==> src/rtl/wdev_pkg.sv <==
// Package with constants and carrier types for the watchdog and event-input block
package wdev_pkg;
    localparam int CLK_HZ = 10000000;
    localparam int HW_WINDOW_MS = 200;
    localparam int SW_WINDOW_MS = 200;
    localparam int HW_WINDOW_CYC = HW_WINDOW_MS * (CLK_HZ / 1000);
    localparam int SW_WINDOW_CYC = SW_WINDOW_MS * (CLK_HZ / 1000);
    localparam int RESP_MS = 1;
    localparam int RESP_CYC = RESP_MS * (CLK_HZ / 1000);
    localparam int N_EVT = 4;
    localparam logic [7:0] EVT_HANDLER_BASE = 8'h14;
    localparam logic [7:0] EXC_HANDLER_ZERO = 8'h00;
    localparam logic [7:0] WDOG_OUT_ADDR = 8'hFF;
    localparam logic [1:0] SWWD_OFF = 2'h0;
    localparam logic [1:0] SWWD_COLD = 2'h1;
    localparam logic [1:0] SWWD_EXC = 2'h2;
    localparam logic [15:0] SYSCMD_WDOG = 16'h03E8;
    // Avalon word offsets (byte addresses)
    localparam logic [3:0] REG_STATUS = 4'h0;
    localparam logic [3:0] REG_IRQ_STAT = 4'h4;
    localparam logic [3:0] REG_IRQ_MASK = 4'h8;
    localparam logic [3:0] REG_SYSCMD = 4'hC;
    // Status fields
    localparam int ST_EVT_LSB = 0;
    localparam int ST_RELAY = 4;
    localparam int ST_SW_ARMED = 5;
    localparam int ST_SW_MODE_LSB = 6;
    // Interrupt status fields
    localparam int IRQ_EVT_LSB = 0;
    localparam int IRQ_HWWD = 4;
    localparam int IRQ_SWWD = 5;
    localparam int IRQ_W = 6;
    // History cause codes
    localparam logic [1:0] CAUSE_NONE = 2'h0;
    localparam logic [1:0] CAUSE_WDOG = 2'h1;
    localparam logic [1:0] CAUSE_SUPPLY = 2'h2;

    typedef struct packed {
        logic valid;
        logic [7:0] number;
        logic [1:0] cause;
    } wdev_call_t;

    typedef struct packed {
        logic write;
        logic [7:0] addr;
        logic value;
    } wdev_io_t;
endpackage : wdev_pkg

==> src/rtl/wdev_top.sv <==
// Watchdog relays, software watchdog and edge event inputs with Avalon-MM registers
`timescale 1ns/1ps
// What this block does
// [RULE_01] The relay stays energised only while the supervised output changes at least every 200 ms.
// [RULE_02] If the supervised output stops changing in time the relay drops and the amber indicator goes off.
// [RULE_03] The relay state reads back as a status bit that is 1 while the relay is energised.
// [RULE_04] A program whose cycle exceeds 200 ms must toggle the supervised output several times per cycle.
// [RULE_05] Writes to the supervised output address are never passed to digital I/O modules.
// [RULE_06] The integrator keeps analogue, counter and motion modules off the colliding socket.
// [RULE_07] The first watchdog command arms the software watchdog, which must then be reissued every 200 ms.
// [RULE_08] A watchdog command with parameter zero disarms the software watchdog.
// [RULE_09] Parameter one arms it and a missed 200 ms refresh causes a cold start.
// [RULE_10] Parameter two arms it and a missed refresh first calls exception handler zero, then cold starts.
// [RULE_11] Every exception handler zero call is logged with its cause, watchdog or supply fault.
// [RULE_12] A rising edge on event input n calls handler 20 plus n.
// [RULE_13] The handler starts within 1 ms of the edge at summed input rates up to 1 kHz.
// [RULE_14] Each rising edge sets its query bit whether or not a handler exists.
// [RULE_15] Handler routines are kept short so the rest of the program still runs.
// [RULE_16] Each event input is synchronised and its edge found from registered samples, one event per edge.
// [RULE_17] Any change of the supervised output level restarts the 200 ms hardware window.
module wdev_top #(
    parameter int HW_WINDOW = wdev_pkg::HW_WINDOW_CYC,
    parameter int SW_WINDOW = wdev_pkg::SW_WINDOW_CYC
) (
    // Clock and reset
    input wire logic i_ref_clk,
    input wire logic i_rstn,
    // Avalon-MM slave
    input wire logic [3:0] i_avs_address,
    input wire logic i_avs_read,
    input wire logic i_avs_write,
    input wire logic [31:0] i_avs_writedata,
    input wire logic [3:0] i_avs_byteenable,
    output logic [31:0] o_avs_readdata,
    output logic o_avs_waitrequest,
    output logic o_avs_response_err,
    // Program I/O write port
    input wire wdev_pkg::wdev_io_t i_io,
    output wdev_pkg::wdev_io_t o_dio,
    // Field pins
    input wire logic [wdev_pkg::N_EVT-1:0] i_evt,
    input wire logic i_supply_fault,
    output logic o_relay_on,
    output logic o_amber_led,
    // Handler calls and restart
    output wdev_pkg::wdev_call_t o_call,
    input wire logic i_call_ack,
    output logic o_cold_start,
    output logic [1:0] o_hist_cause,
    output logic o_hist_valid,
    // Interrupt
    output logic o_irq
);
    localparam int N = wdev_pkg::N_EVT;

    logic rst_m_q, rst_s_q;
    always_ff @(posedge i_ref_clk or negedge i_rstn) begin
        if (!i_rstn) begin
            rst_m_q <= 1'b0;
            rst_s_q <= 1'b0;
        end else begin
            rst_m_q <= 1'b1;
            rst_s_q <= rst_m_q;
        end
    end
    wire rstn = rst_s_q;

    // Event input synchroniser and edge detect
    logic [N-1:0] ev_m_q, ev_s_q, ev_p_q, ev_rise;
    always_ff @(posedge i_ref_clk or negedge rstn) begin
        if (!rstn) begin
            ev_m_q <= '0;
            ev_s_q <= '0;
            ev_p_q <= '0;
        end else begin
            ev_m_q <= i_evt;
            ev_s_q <= ev_m_q; // RULE_16
            ev_p_q <= ev_s_q;
        end
    end
    assign ev_rise = ev_s_q & ~ev_p_q; // RULE_16

    // Register bus decode
    logic rd_acc, wr_acc, rd_stat, rd_irq, cmd_wr, rd_take, rd_hold_q, rd_hold_d;
    assign rd_acc = i_avs_read && !i_avs_write;
    assign wr_acc = i_avs_write && !i_avs_read;
    // One wait state per read so registered readdata stands at the accepting edge
    assign rd_take = rd_acc && !rd_hold_q;
    assign rd_stat = rd_take && i_avs_address == wdev_pkg::REG_STATUS;
    assign rd_irq = rd_take && i_avs_address == wdev_pkg::REG_IRQ_STAT;
    assign cmd_wr = wr_acc && i_avs_address == wdev_pkg::REG_SYSCMD && (&i_avs_byteenable)
        && i_avs_writedata[31:16] == wdev_pkg::SYSCMD_WDOG;

    // Hardware watchdog
    logic hw_lvl_q, hw_lvl_d, relay_q, relay_d, hw_trip;
    logic [31:0] hw_cnt_q, hw_cnt_d;
    logic sup_wr;
    assign sup_wr = i_io.write && i_io.addr == wdev_pkg::WDOG_OUT_ADDR;
    always_comb begin
        hw_lvl_d = sup_wr ? i_io.value : hw_lvl_q;
        hw_cnt_d = hw_cnt_q;
        relay_d = relay_q;
        hw_trip = 1'b0;
        if (sup_wr && i_io.value != hw_lvl_q) begin
            hw_cnt_d = '0; // RULE_17
            relay_d = 1'b1; // RULE_01
        end else if (relay_q) begin
            if (hw_cnt_q >= 32'(HW_WINDOW - 1)) begin
                relay_d = 1'b0; // RULE_02
                hw_trip = 1'b1;
            end else begin
                hw_cnt_d = hw_cnt_q + 32'h1;
            end
        end
    end
    always_ff @(posedge i_ref_clk or negedge rstn) begin
        if (!rstn) begin
            hw_lvl_q <= 1'b0;
            hw_cnt_q <= '0;
            relay_q <= 1'b0;
        end else begin
            hw_lvl_q <= hw_lvl_d;
            hw_cnt_q <= hw_cnt_d;
            relay_q <= relay_d;
        end
    end
    assign o_relay_on = relay_q;
    assign o_amber_led = relay_q; // RULE_02

    // Writes to the supervised address never reach digital modules
    logic dio_w_q;
    logic [7:0] dio_a_q;
    logic dio_v_q;
    always_ff @(posedge i_ref_clk or negedge rstn) begin
        if (!rstn) begin
            dio_w_q <= 1'b0;
            dio_a_q <= 8'h00;
            dio_v_q <= 1'b0;
        end else begin
            dio_w_q <= i_io.write && !sup_wr; // RULE_05
            dio_a_q <= i_io.addr;
            dio_v_q <= i_io.value;
        end
    end
    assign o_dio = '{write: dio_w_q, addr: dio_a_q, value: dio_v_q};

    // Software watchdog
    logic [1:0] sw_mode_q, sw_mode_d;
    logic [31:0] sw_cnt_q, sw_cnt_d;
    logic sw_trip, sw_exc;
    always_comb begin
        sw_mode_d = sw_mode_q;
        sw_cnt_d = sw_cnt_q;
        sw_trip = 1'b0;
        sw_exc = 1'b0;
        if (cmd_wr) begin
            sw_cnt_d = '0; // RULE_07
            if (i_avs_writedata[1:0] == wdev_pkg::SWWD_OFF) begin
                sw_mode_d = wdev_pkg::SWWD_OFF; // RULE_08
            end else if (i_avs_writedata[1:0] <= wdev_pkg::SWWD_EXC) begin
                sw_mode_d = i_avs_writedata[1:0];
            end
        end else if (sw_mode_q != wdev_pkg::SWWD_OFF) begin
            if (sw_cnt_q >= 32'(SW_WINDOW - 1)) begin
                sw_trip = 1'b1; // RULE_09
                sw_exc = sw_mode_q == wdev_pkg::SWWD_EXC; // RULE_10
                sw_mode_d = wdev_pkg::SWWD_OFF;
                sw_cnt_d = '0;
            end else begin
                sw_cnt_d = sw_cnt_q + 32'h1;
            end
        end
    end
    always_ff @(posedge i_ref_clk or negedge rstn) begin
        if (!rstn) begin
            sw_mode_q <= wdev_pkg::SWWD_OFF;
            sw_cnt_q <= '0;
        end else begin
            sw_mode_q <= sw_mode_d;
            sw_cnt_q <= sw_cnt_d;
        end
    end

    // Handler dispatch: exception zero first, then a pending cold start (which drops pending events), then events in index order
    typedef enum logic [2:0] {
        WDEV_IDLE = 3'b001,
        WDEV_CALL = 3'b010,
        WDEV_COLD = 3'b100
    } wdev_state_t;
    wdev_state_t st_q, st_d;
    logic [N-1:0] pend_q, pend_d, qry_q, qry_d;
    logic exc_q, exc_d, cold_pend_q, cold_pend_d, sup_p_q, sup_rise;
    wdev_pkg::wdev_call_t call_q, call_d;
    logic cold_q, cold_d, hv_q, hv_d;
    logic [1:0] hc_q, hc_d;
    assign sup_rise = i_supply_fault && !sup_p_q;
    always_comb begin
        st_d = st_q;
        pend_d = pend_q | ev_rise;
        qry_d = (rd_stat ? '0 : qry_q) | ev_rise; // RULE_14
        exc_d = exc_q;
        cold_pend_d = cold_pend_q | sw_trip; // RULE_09
        call_d = call_q;
        cold_d = 1'b0;
        hv_d = 1'b0;
        hc_d = hc_q;
        if (sw_exc) begin
            exc_d = 1'b1;
            hc_d = wdev_pkg::CAUSE_WDOG; // RULE_11
            hv_d = 1'b1;
        end else if (sup_rise) begin
            exc_d = 1'b1;
            hc_d = wdev_pkg::CAUSE_SUPPLY; // RULE_11
            hv_d = 1'b1;
        end
        unique case (st_q)
            WDEV_IDLE: begin
                if (exc_q) begin
                    call_d = '{valid: 1'b1, number: wdev_pkg::EXC_HANDLER_ZERO, cause: hc_q}; // RULE_10
                    exc_d = 1'b0;
                    st_d = WDEV_CALL;
                end else if (cold_pend_q) begin
                    st_d = WDEV_COLD;
                end else begin
                    for (int k = N - 1; k >= 0; k--) begin
                        if (pend_q[k]) begin
                            call_d = '{valid: 1'b1, number: wdev_pkg::EVT_HANDLER_BASE + 8'(k),
                                cause: wdev_pkg::CAUSE_NONE}; // RULE_12
                        end
                    end
                    if (|pend_q) begin
                        pend_d = (pend_q & ~(pend_q & -pend_q)) | ev_rise; // RULE_13
                        st_d = WDEV_CALL;
                    end
                end
            end
            WDEV_CALL: begin
                if (i_call_ack) begin
                    call_d.valid = 1'b0;
                    st_d = WDEV_IDLE;
                end
            end
            WDEV_COLD: begin
                cold_d = 1'b1;
                cold_pend_d = 1'b0;
                pend_d = '0;
                st_d = WDEV_IDLE;
            end
        endcase
    end
    always_ff @(posedge i_ref_clk or negedge rstn) begin
        if (!rstn) begin
            st_q <= WDEV_IDLE;
            pend_q <= '0;
            qry_q <= '0;
            exc_q <= 1'b0;
            cold_pend_q <= 1'b0;
            call_q <= '0;
            cold_q <= 1'b0;
            hv_q <= 1'b0;
            hc_q <= wdev_pkg::CAUSE_NONE;
            sup_p_q <= 1'b0;
        end else begin
            st_q <= st_d;
            pend_q <= pend_d;
            qry_q <= qry_d;
            exc_q <= exc_d;
            cold_pend_q <= cold_pend_d;
            call_q <= call_d;
            cold_q <= cold_d;
            hv_q <= hv_d;
            hc_q <= hc_d;
            sup_p_q <= i_supply_fault;
        end
    end
    assign o_call = call_q;
    assign o_cold_start = cold_q;
    assign o_hist_valid = hv_q;
    assign o_hist_cause = hc_q;

    // Interrupt status, mask and read data
    logic [wdev_pkg::IRQ_W-1:0] ist_q, ist_d, imask_q, imask_d, iev;
    logic [31:0] rdata_q, rdata_d;
    logic err_q, err_d;
    assign iev = {sw_trip, hw_trip, ev_rise};
    always_comb begin
        ist_d = (rd_irq ? '0 : ist_q) | iev;
        imask_d = imask_q;
        if (wr_acc && i_avs_address == wdev_pkg::REG_IRQ_MASK && i_avs_byteenable[0]) begin
            imask_d = i_avs_writedata[wdev_pkg::IRQ_W-1:0];
        end
        rdata_d = 32'h0;
        err_d = 1'b0;
        rd_hold_d = rd_take;
        if (rd_take) begin
            unique case (i_avs_address)
                wdev_pkg::REG_STATUS: begin
                    rdata_d[wdev_pkg::ST_EVT_LSB +: N] = qry_q;
                    rdata_d[wdev_pkg::ST_RELAY] = relay_q; // RULE_03
                    rdata_d[wdev_pkg::ST_SW_ARMED] = sw_mode_q != wdev_pkg::SWWD_OFF;
                    rdata_d[wdev_pkg::ST_SW_MODE_LSB +: 2] = sw_mode_q;
                end
                wdev_pkg::REG_IRQ_STAT: rdata_d[wdev_pkg::IRQ_W-1:0] = ist_q;
                wdev_pkg::REG_IRQ_MASK: rdata_d[wdev_pkg::IRQ_W-1:0] = imask_q;
                wdev_pkg::REG_SYSCMD: rdata_d = 32'h0;
                default: err_d = 1'b1;
            endcase
        end
    end
    always_ff @(posedge i_ref_clk or negedge rstn) begin
        if (!rstn) begin
            ist_q <= '0;
            imask_q <= '0;
            rdata_q <= 32'h0;
            err_q <= 1'b0;
            rd_hold_q <= 1'b0;
        end else begin
            ist_q <= ist_d;
            imask_q <= imask_d;
            rdata_q <= rdata_d;
            err_q <= err_d;
            rd_hold_q <= rd_hold_d;
        end
    end
    assign o_avs_readdata = rdata_q;
    assign o_avs_response_err = err_q;
    assign o_avs_waitrequest = rd_take;
    assign o_irq = |(ist_q & imask_q);

    chk_relay_drop: assert property (@(posedge i_ref_clk) disable iff (!rstn)
        hw_trip |=> !o_relay_on && !o_amber_led) else $error("relay still on after trip"); // RULE_02
    chk_relay_toggle: assert property (@(posedge i_ref_clk) disable iff (!rstn)
        (sup_wr && i_io.value != hw_lvl_q) |=> o_relay_on && hw_cnt_q == 0) else $error("toggle ignored"); // RULE_17
    chk_relay_window: assert property (@(posedge i_ref_clk) disable iff (!rstn)
        o_relay_on |-> hw_cnt_q < 32'(HW_WINDOW)) else $error("relay beyond window"); // RULE_01
    chk_dio_block: assert property (@(posedge i_ref_clk) disable iff (!rstn)
        sup_wr |=> !o_dio.write) else $error("supervised address leaked"); // RULE_05
    chk_sw_disarm: assert property (@(posedge i_ref_clk) disable iff (!rstn)
        (cmd_wr && i_avs_writedata[1:0] == wdev_pkg::SWWD_OFF) |=> sw_mode_q == wdev_pkg::SWWD_OFF
        ##1 !sw_trip) else $error("disarm failed"); // RULE_08
    chk_sw_cold: assert property (@(posedge i_ref_clk) disable iff (!rstn)
        (sw_trip && !sw_exc) |-> ##[1:3] o_cold_start) else $error("no cold start"); // RULE_09
    chk_sw_exc: assert property (@(posedge i_ref_clk) disable iff (!rstn)
        (sw_trip && sw_exc && st_q == WDEV_IDLE) |=> ##1 o_call.valid && o_call.number == 8'h00)
        else $error("exception zero not called"); // RULE_10
    chk_hist_log: assert property (@(posedge i_ref_clk) disable iff (!rstn)
        sw_exc |=> o_hist_valid && o_hist_cause == wdev_pkg::CAUSE_WDOG) else $error("history missing"); // RULE_11
    chk_evt_query: assert property (@(posedge i_ref_clk) disable iff (!rstn)
        ev_rise[0] |=> qry_q[0]) else $error("query bit not set"); // RULE_14
    chk_evt_once: assert property (@(posedge i_ref_clk) disable iff (!rstn)
        ev_rise[0] |=> !ev_rise[0]) else $error("double event"); // RULE_16
    chk_evt_call: assert property (@(posedge i_ref_clk) disable iff (!rstn)
        (ev_rise == 4'h1 && st_q == WDEV_IDLE && pend_q == 0 && !exc_q && !cold_pend_q && !sw_trip)
        |=> ##1 o_call.valid && o_call.number == 8'h14) else $error("handler 20 not called"); // RULE_12
endmodule : wdev_top

==> config.mk <==
export PLATFORM = sky130hd
export DESIGN_NAME = wdev_top
export DESIGN_NICKNAME = d
export VERILOG_FILES = /design/src/rtl/wdev_pkg.sv /design/src/rtl/wdev_top.sv
export SDC_FILE = /design/constraint.sdc
export NUM_CORES = 1
export LEC_CHECK = 0
export BUFFER_PORTS_ARGS = -buffer_cell sky130_fd_sc_hd__buf_2
export CAP_MARGIN = 10
export CORE_UTILIZATION = 40
export DETAILED_ROUTE_END_ITERATION = 7
export SLEW_MARGIN = 20
export SYNTH_ARGS = -nofsm -noshare
export SYNTH_HDL_FRONTEND = slang
export SYNTH_SLANG_ARGS = --single-unit
==> constraint.sdc <==
create_clock -name i_ref_clk -period 6.95 [get_ports i_ref_clk]
set_input_delay 0.695 -clock i_ref_clk [delete_from_list [all_inputs] [get_ports i_ref_clk]]
set_output_delay 0.695 -clock i_ref_clk [all_outputs]
set_load 0.1 [all_outputs]
==> key figures, run 1 <==
Run status
  • Status: completed

Detailed routing
  • Post-DRT Antenna Nets: 0
  • Initial DRT Pass Iterations: 4
  • Via density: ~5.5
  • Routed WL per cell: about 15 um
  • DR vias: around 5,200
  • DR DRC count: 0
  • Drt initial violations: ~240
  • DRT Wirelength: 14.41 mm

Placement
  • GPL Wtd Cong: around 0.8
  • I/O Buffers: 83
  • DP Worst Slack: roughly 4100 ps
  • HPWL after DPL: roughly 9.9 mm

Clock network
  • CTS resizes: 0
  • Cts bufs inserted: 17
  • Hold Buf Count CTS: 0
  • Clock sink count: about 140
  • H-tree depth: 4
  • CTS tree: built
  • Clock buffer depth: 2
  • Root Driver: clkbuf_16
  • Setup Buffers After CTS: 0
  • Worst-path clk slew: about 60 ps
  • Clk_lat worst skew: ~430 ps

Timing
  • Setup WS post-layout: 4092 ps
  • Worst slew margin: a little over a quarter
  • Fin. max-slew vios: 0
  • WHS: between 40 and 50 ps
  • Endpoints failing setup: 0
  • Final worst path period share: approximately 41%
  • Hold Violations, Final: 0
  • Period minus WS final: 2858 ps
  • Worst-margin pin slew: between 1000 and 1500 ps
  • RSZ-0062 raised after global routing: no
  • Fmax: around 350 MHz
  • Skew final: around 11 ps
  • Setup TNS: 0 ps

Yosys
  • Distinct cells, synth: 61
  • Ys async rst share: 100.0%
  • Post-synthesis register bit count: 138
  • Syn_area_per_cell: 10.19 um2
  • Primary FF master, synth: dfrtp_1
  • Synth area leaders: dfrtp_1, a21oi_1, buf_4, o31ai_1, or4_1
  • Post-synth top area share: between 50% and 60%
  • Leading area contributor after synthesis: dfrtp_1
  • Cell area after synthesis: approximately 6500 um2
  • Top-count cell post-synth: dfrtp_1
  • Syn Inst Count: 635
  • Syn. warnings: 0
  • Top post-synthesis cells by count: dfrtp_1, a21oi_1, nand2_1
  • Sequential-to-total area share from yosys stat: a little over half
  • Post-synth EDFFs: 0

Pwr
  • Maximum vdd drop: around 220 uV
  • Flop pwr share: between 40 and 50%
  • Total power: between 2 and 2.5 mW
  • Cell internal pwr: 1.430 mW
  • Switch Pwr: ~750 uW
  • Switching Share: around a third
  • Logic pwr share: between 10% and 20%
  • Pwr dens: between 200 and 300 nW/um2
  • Lkg Pwr: approximately 3.3 nW
  • Clock share of power: between 30 and 40%

Critical path
  • Crit Path Category: reg2reg
  • Path depth of the worst reg2reg path: 6
  • CP Launch Type: register
  • Reg2Reg Setup Slack: 4090 ps
  • CP max stage delay: roughly 860 ps
  • CP max FO: 24
  • CP cell instances: ha_1 -> nand3_1 -> o21ai_1 -> a311oi_1 -> o311ai_4 -> a21oi_1
  • CP max stage cell: a311oi_1
  • CP arrival: roughly 3200 ps
  • Required time worst endpoint: approximately 7300 ps
  • Worst setup EP type: register
  • Reg2reg start: sw_cnt_q[0]
  • FF-to-FF End: sw_cnt_q[10]

GRT
  • Global-route met1 utilization: between 20% and 30%
  • Met3 usage: under 10%
  • Number of global-route vias before repair: approximately 5,000
  • GRT met2 Usage: around 30%
  • First-pass GRT wire length: roughly 24 mm
  • Most used routing layer: met2
  • Initial antenna violation count: 1
  • Grt total ovfl: 0
  • Largest net degree at the start of global routing: 73
  • Tot GR Track Use: 18.61%

Floorplanning
  • Die width: 129.2 um
  • Row count: 46
  • Initial cell density of the core: between 40% and 50%
  • Die height: around 130 um
  • I/O pins: approximately 120
  • Core area: around 16,000 um2
  • Full die area: between 15,000 and 20,000 um2

Worst hold path
  • Min-Delay Path Class: in2async

Layout
  • Final #Nets: just under 800
  • Share of post-route cells with drive strength above 1: between 10% and 20%
  • Fin util: between 40% and 50%
  • Synthesis-to-layout area growth: 15.72%

Flow run
  • # Max-Cap Violations: 0
cells by family (layout without fill, tap and decap cells):
logic type | after synthesis | in the layout | synth area share (%)
mux | 14 | 14 | 2.301
buf+inv | 70 | 128 | 6.090
compound gates | 156 | 156 | 15.86
flops | 138 | 138 | 53.38
other cells | 2 | 30 | 0.1161
simple gates | 250 | 250 | 21.46
xor+xnor | 3 | 3 | 0.4061
fa+ha+maj | 2 | 2 | 0.3866
metrics by stage:
step / cell area (um2) / cells
after global routing: 7488 / 937
final: 7488 / 937
after detailed placement: 6949 / 905
after floorplan: 6573 / 662
after global placement: 6949 / 905
after CTS: 7486 / 936
layer usage:
metal | share of wire, % | vias up
li1 | - | 2441
met1 | 45 | 2574
met2 | 49 | 139
met3 | 5.1 | 20
met4 | 1.8 | 0
met5 | 0 | -
flip-flops by register name, indices dropped and copies added, names as in the netlist, 6 cells and up:
| name | cells |
|---|---|
| sw_cnt_q | 32 |
| dio_a_q | 8 |
| hw_cnt_q | 32 |
| ist_q | 6 |
| o_call | 6 |
| imask_q | 6 |
| o_avs_readdata | 8 |
area by class of cell:
cell class,count,area [um2]
Fill cell,1510,8339
Sequential cell,138,3458
Multi-Input combinational cell,454,2741
Clock buffer,19,442.9
Timing Repair Buffer,86,437.9
Tap cell,216,270.3
Clock inverter,12,93.84
Inverter,11,41.29
Antenna cell,1,2.502
power groups by stage:
stage / sequential, mW / combinational (mW) / clock [mW]
CTS: 0.952 / 0.416 / 0.838
detailed placement: 0.967 / 0.416 / 0
floorplan: 1.06 / 0.255 / 0
global placement: 0.961 / 0.409 / 0
global route: 0.966 / 0.444 / 0.869
finish: 0.952 / 0.415 / 0.818
cells in the final DEF, fill, tap and decap left out, drive strengths merged, types with 16 or more instances in the layout:
| cell type | netlist | final |
|---|---|---|
| nand3 | 26 | 26 |
| or3 | 21 | 21 |
| nor2 | 40 | 40 |
| nand2 | 41 | 41 |
| or4 | 27 | 27 |
| clkbuf | 20 | 19 |
| dfrtp | 137 | 137 |
| a21oi | 59 | 59 |
| o31ai | 26 | 26 |
| nand4 | 19 | 19 |
| o21ai | 28 | 28 |
| and2 | 16 | 16 |
| conb | 2 | 29 |
| buf | 39 | 86 |
critical path: cells and delay by family, from the launching register on:
kind | cells | cell delay [ps]
AO/OA/AOI/OAI | 4 | 1710
flip-flops | 1 | 410
AND/OR/NAND/NOR | 1 | 380
adder cells (fa/ha/maj) | 1 | 250
how the worst max path moves through the flow:
stage / startpoint / end / slack [ps] / cells after the start
floorplan: i_avs_write / qry_q[0] / 2450 / 4
global placement: i_avs_writedata[17] / sw_cnt_q[16] / 4200 / 6
detailed placement: sw_cnt_q[0] / sw_cnt_q[25] / 4100 / 6
CTS: sw_cnt_q[0] / sw_cnt_q[10] / 4060 / 6
global route: sw_cnt_q[0] / sw_cnt_q[16] / 3830 / 6
finish: sw_cnt_q[0] / sw_cnt_q[10] / 4090 / 6
(Power assumes the default switching activity.)
==> run 2, diff against run 1 <==
==> constraint.sdc (replaced) <==
create_clock -name i_ref_clk -period 2.9 [get_ports i_ref_clk]
set_input_delay 0.29 -clock i_ref_clk [delete_from_list [all_inputs] [get_ports i_ref_clk]]
set_output_delay 0.29 -clock i_ref_clk [all_outputs]
set_load 0.1 [all_outputs]
==> key figures, run 2 (synthesis results as in run 1) <==
Floorplanning
  • Initial cell density of the core: 40.89% (unchanged)
  • Full die area: 16,690 um2 (unchanged)
  • Row count: 46 (unchanged)
  • Die width: 129.2 um (unchanged)
  • I/O pins: 122 (unchanged)
  • Core area: 15,830 um2 (unchanged)
  • Die height: 129.2 um (unchanged)

GRT
  • Initial antenna violation count: 0 (was 1)
  • Grt total ovfl: 0 (unchanged)
  • Number of global-route vias before repair: 5,047 (was 5,022)
  • Tot GR Track Use: 19.16% (was 18.61%)
  • First-pass GRT wire length: 24.70 mm (was 24.07 mm)
  • Largest net degree at the start of global routing: 70 (was 73)

Layout
  • Fin util: 49.04% (was 47.31%)
  • Final Non-Filler Cells: 957 (was 937)
  • Most frequent cells in the layout: dfrtp_1, buf_2, a21oi_1, nand2_1, nor2_1 (unchanged)
  • Share of post-route cells with drive strength above 1: 19.30% (was 18.89%)
  • Post-route cell area: 7762 um2 (was 7488 um2)
  • Final #Nets: 790 (was 770)
  • Ant diodes: 0 (was 1)
  • Synthesis-to-layout area growth: 19.95% (was 15.72%)
  • Most common cell after layout, fill and taps aside: dfrtp_1 (unchanged)
  • Biggest regs: hw_cnt_q: 32 flops, sw_cnt_q: 32 flops (unchanged)

Timing
  • Setup TNS: 0 ps (unchanged)
  • Setup WS post-layout: 452.0 ps (was 4092 ps)
  • Final worst path period share: 84.41% (was 41.12%)
  • RSZ-0062 raised after global routing: no (unchanged)
  • Fin. max-slew vios: 0 (unchanged)
  • Worst-margin pin slew: 1061 ps (was 1086 ps)
  • Period minus WS final: 2448 ps (was 2858 ps)
  • Endpoints failing setup: 0 (unchanged)
  • Worst slew margin: 29.11% (was 27.43%)
  • Skew final: 9.141 ps (was 11.17 ps)
  • Hold Violations, Final: 0 (unchanged)
  • Fmax: 408.5 MHz (was 349.9 MHz)

Clock network
  • Worst-path clk slew: 60 ps (about the same)
  • Clk_lat worst skew: 420 ps (was 430 ps)
  • CTS resizes: 0 (unchanged)
  • Clock sink count: 138 (unchanged)
  • Setup Buffers After CTS: 0 (unchanged)
  • CTS tree: built (unchanged)
  • Root Driver: clkbuf_16 (unchanged)
  • Cts bufs inserted: 17 (unchanged)
  • Clock buffer depth: 2 (unchanged)
  • H-tree depth: 4 (unchanged)

Critical path
  • CP top delay family: simple AND/OR/NAND/NOR gates (was compound AO/OA/AOI/OAI gates)
  • CP max stage delay: 560 ps (was 860 ps)
  • Reg2reg start: hw_cnt_q[14] (was sw_cnt_q[0])
  • Crit Path Category: reg2reg (unchanged)
  • CP Buf/Inv Count: 1 (was 0)
  • Worst setup EP type: register (unchanged)
  • Setup crit start: hw_cnt_q[14] (was sw_cnt_q[0])
  • CP cell instances: or4_1 -> a311oi_2 -> o211ai_2 -> buf_4 -> or4_1 -> a21oi_1 (was ha_1 -> nand3_1 -> o21ai_1 -> a311oi_1 -> o311ai_4 -> a21oi_1)
  • CP max stage cell: or4_1 (was a311oi_1)
  • CP Launch Type: register (unchanged)
  • Required time worst endpoint: 3240 ps (was 7280 ps)
  • CP max FO: 38 (was 24)
  • CP arrival: 2790 ps (was 3190 ps)
  • CP most frequent cell: or4_1

Placement
  • DP Worst Slack: 471.5 ps (was 4098 ps)
  • Inst Count DP: 911 (was 905)
  • HPWL after DPL: 10.34 mm (was 9.904 mm)
  • GPL Wtd Cong: 0.7754 (was 0.7796)
  • Placed cell area: 7024 um2 (was 6949 um2)
  • I/O Buffers: 83 (unchanged)

Detailed routing
  • Drt initial violations: 266 (was 242)
  • Met1 Wirelength: 6.699 mm (was 6.415 mm)
  • DR DRC count: 0 (unchanged)
  • Routed WL per cell: 15.76 um (was 15.38 um)
  • Met3 wire length: 832 um (was 738 um)
  • Met2 WL: 7.331 mm (was 7.002 mm)
  • Top Layer Used: met4 (unchanged)
  • Via density: 5.491 (was 5.522)
  • Initial DRT Pass Iterations: 5 (was 4)
  • DRT Wirelength: 15.08 mm (was 14.41 mm)
  • DR vias: 5,255 (was 5,174)
  • Post-DRT Antenna Nets: 0 (unchanged)

Worst hold path
  • Hold_sp: i_io[0]
  • Min-Delay Path Class: in2reg (was in2async)

Run status
  • Status: completed (unchanged)

Pwr
  • Pwr dens: 707.6 nW/um2 (was 291.7 nW/um2)
  • Maximum vdd drop: 516.6 uV (was 216.5 uV)
  • Lkg Pwr: 3.415 nW (was 3.271 nW)

Flow run
  • # Max-Cap Violations: 0 (unchanged)
run 2: worst paths after layout:
path | endpoint | slack, ps | cells past startpoint
max in group asynchronous | st_q[0] | 1750 | 1
min in group asynchronous | rst_s_q | 190 | 2
worst min-delay path | dio_v_q | 20 | 1
worst max register to register | hw_cnt_q[13] | 450 | 6
worst max-delay path | hw_cnt_q[13] | 450 | 6
worst min register to register | sw_cnt_q[6] | 290 | 0
run 2: layout make-up:
cell class | instances | area (um2)
Clock inverter | 11 | 137.6
Multi-Input combinational cell | 454 | 2746
Fill cell | 1459 | 8065
Tap cell | 216 | 270.3
Inverter | 11 | 41.29
Sequential cell | 138 | 3458
Timing Repair Buffer | 106 | 648.1
Clock buffer | 21 | 460.4
run 2: per-layer routing:
metal	global-route usage (%)	vias to the layer above
met4	6.920	0
met3	4.913	22
li1	-	2495
met2	31.69	162
met1	24.29	2576
met5	0	-
run 2: report_power, final:
| group | internal, mW | switching, mW | total, mW |
|---|---|---|---|
| logic | 0.240 | 0.797 | 1.04 |
| clock network | 1.33 | 0.848 | 2.17 |
| registers | 2.09 | 0.188 | 2.28 |
run 2: what timing repair did:
item,CTS,global route
hold endpoints to repair,15,0
hold buffers,14,0
endpoints found under the setup margin,0,0
run 2: stage by stage:
stage          hold slack (ps)  total power, mW
2_1_floorplan           -5.591            3.154
3_3_place_gp             77.08            3.296
3_5_place_dp             77.99            3.335
4_1_cts                  3.877            5.545
5_1_grt                  6.426            5.714
6_report                 19.28            5.492
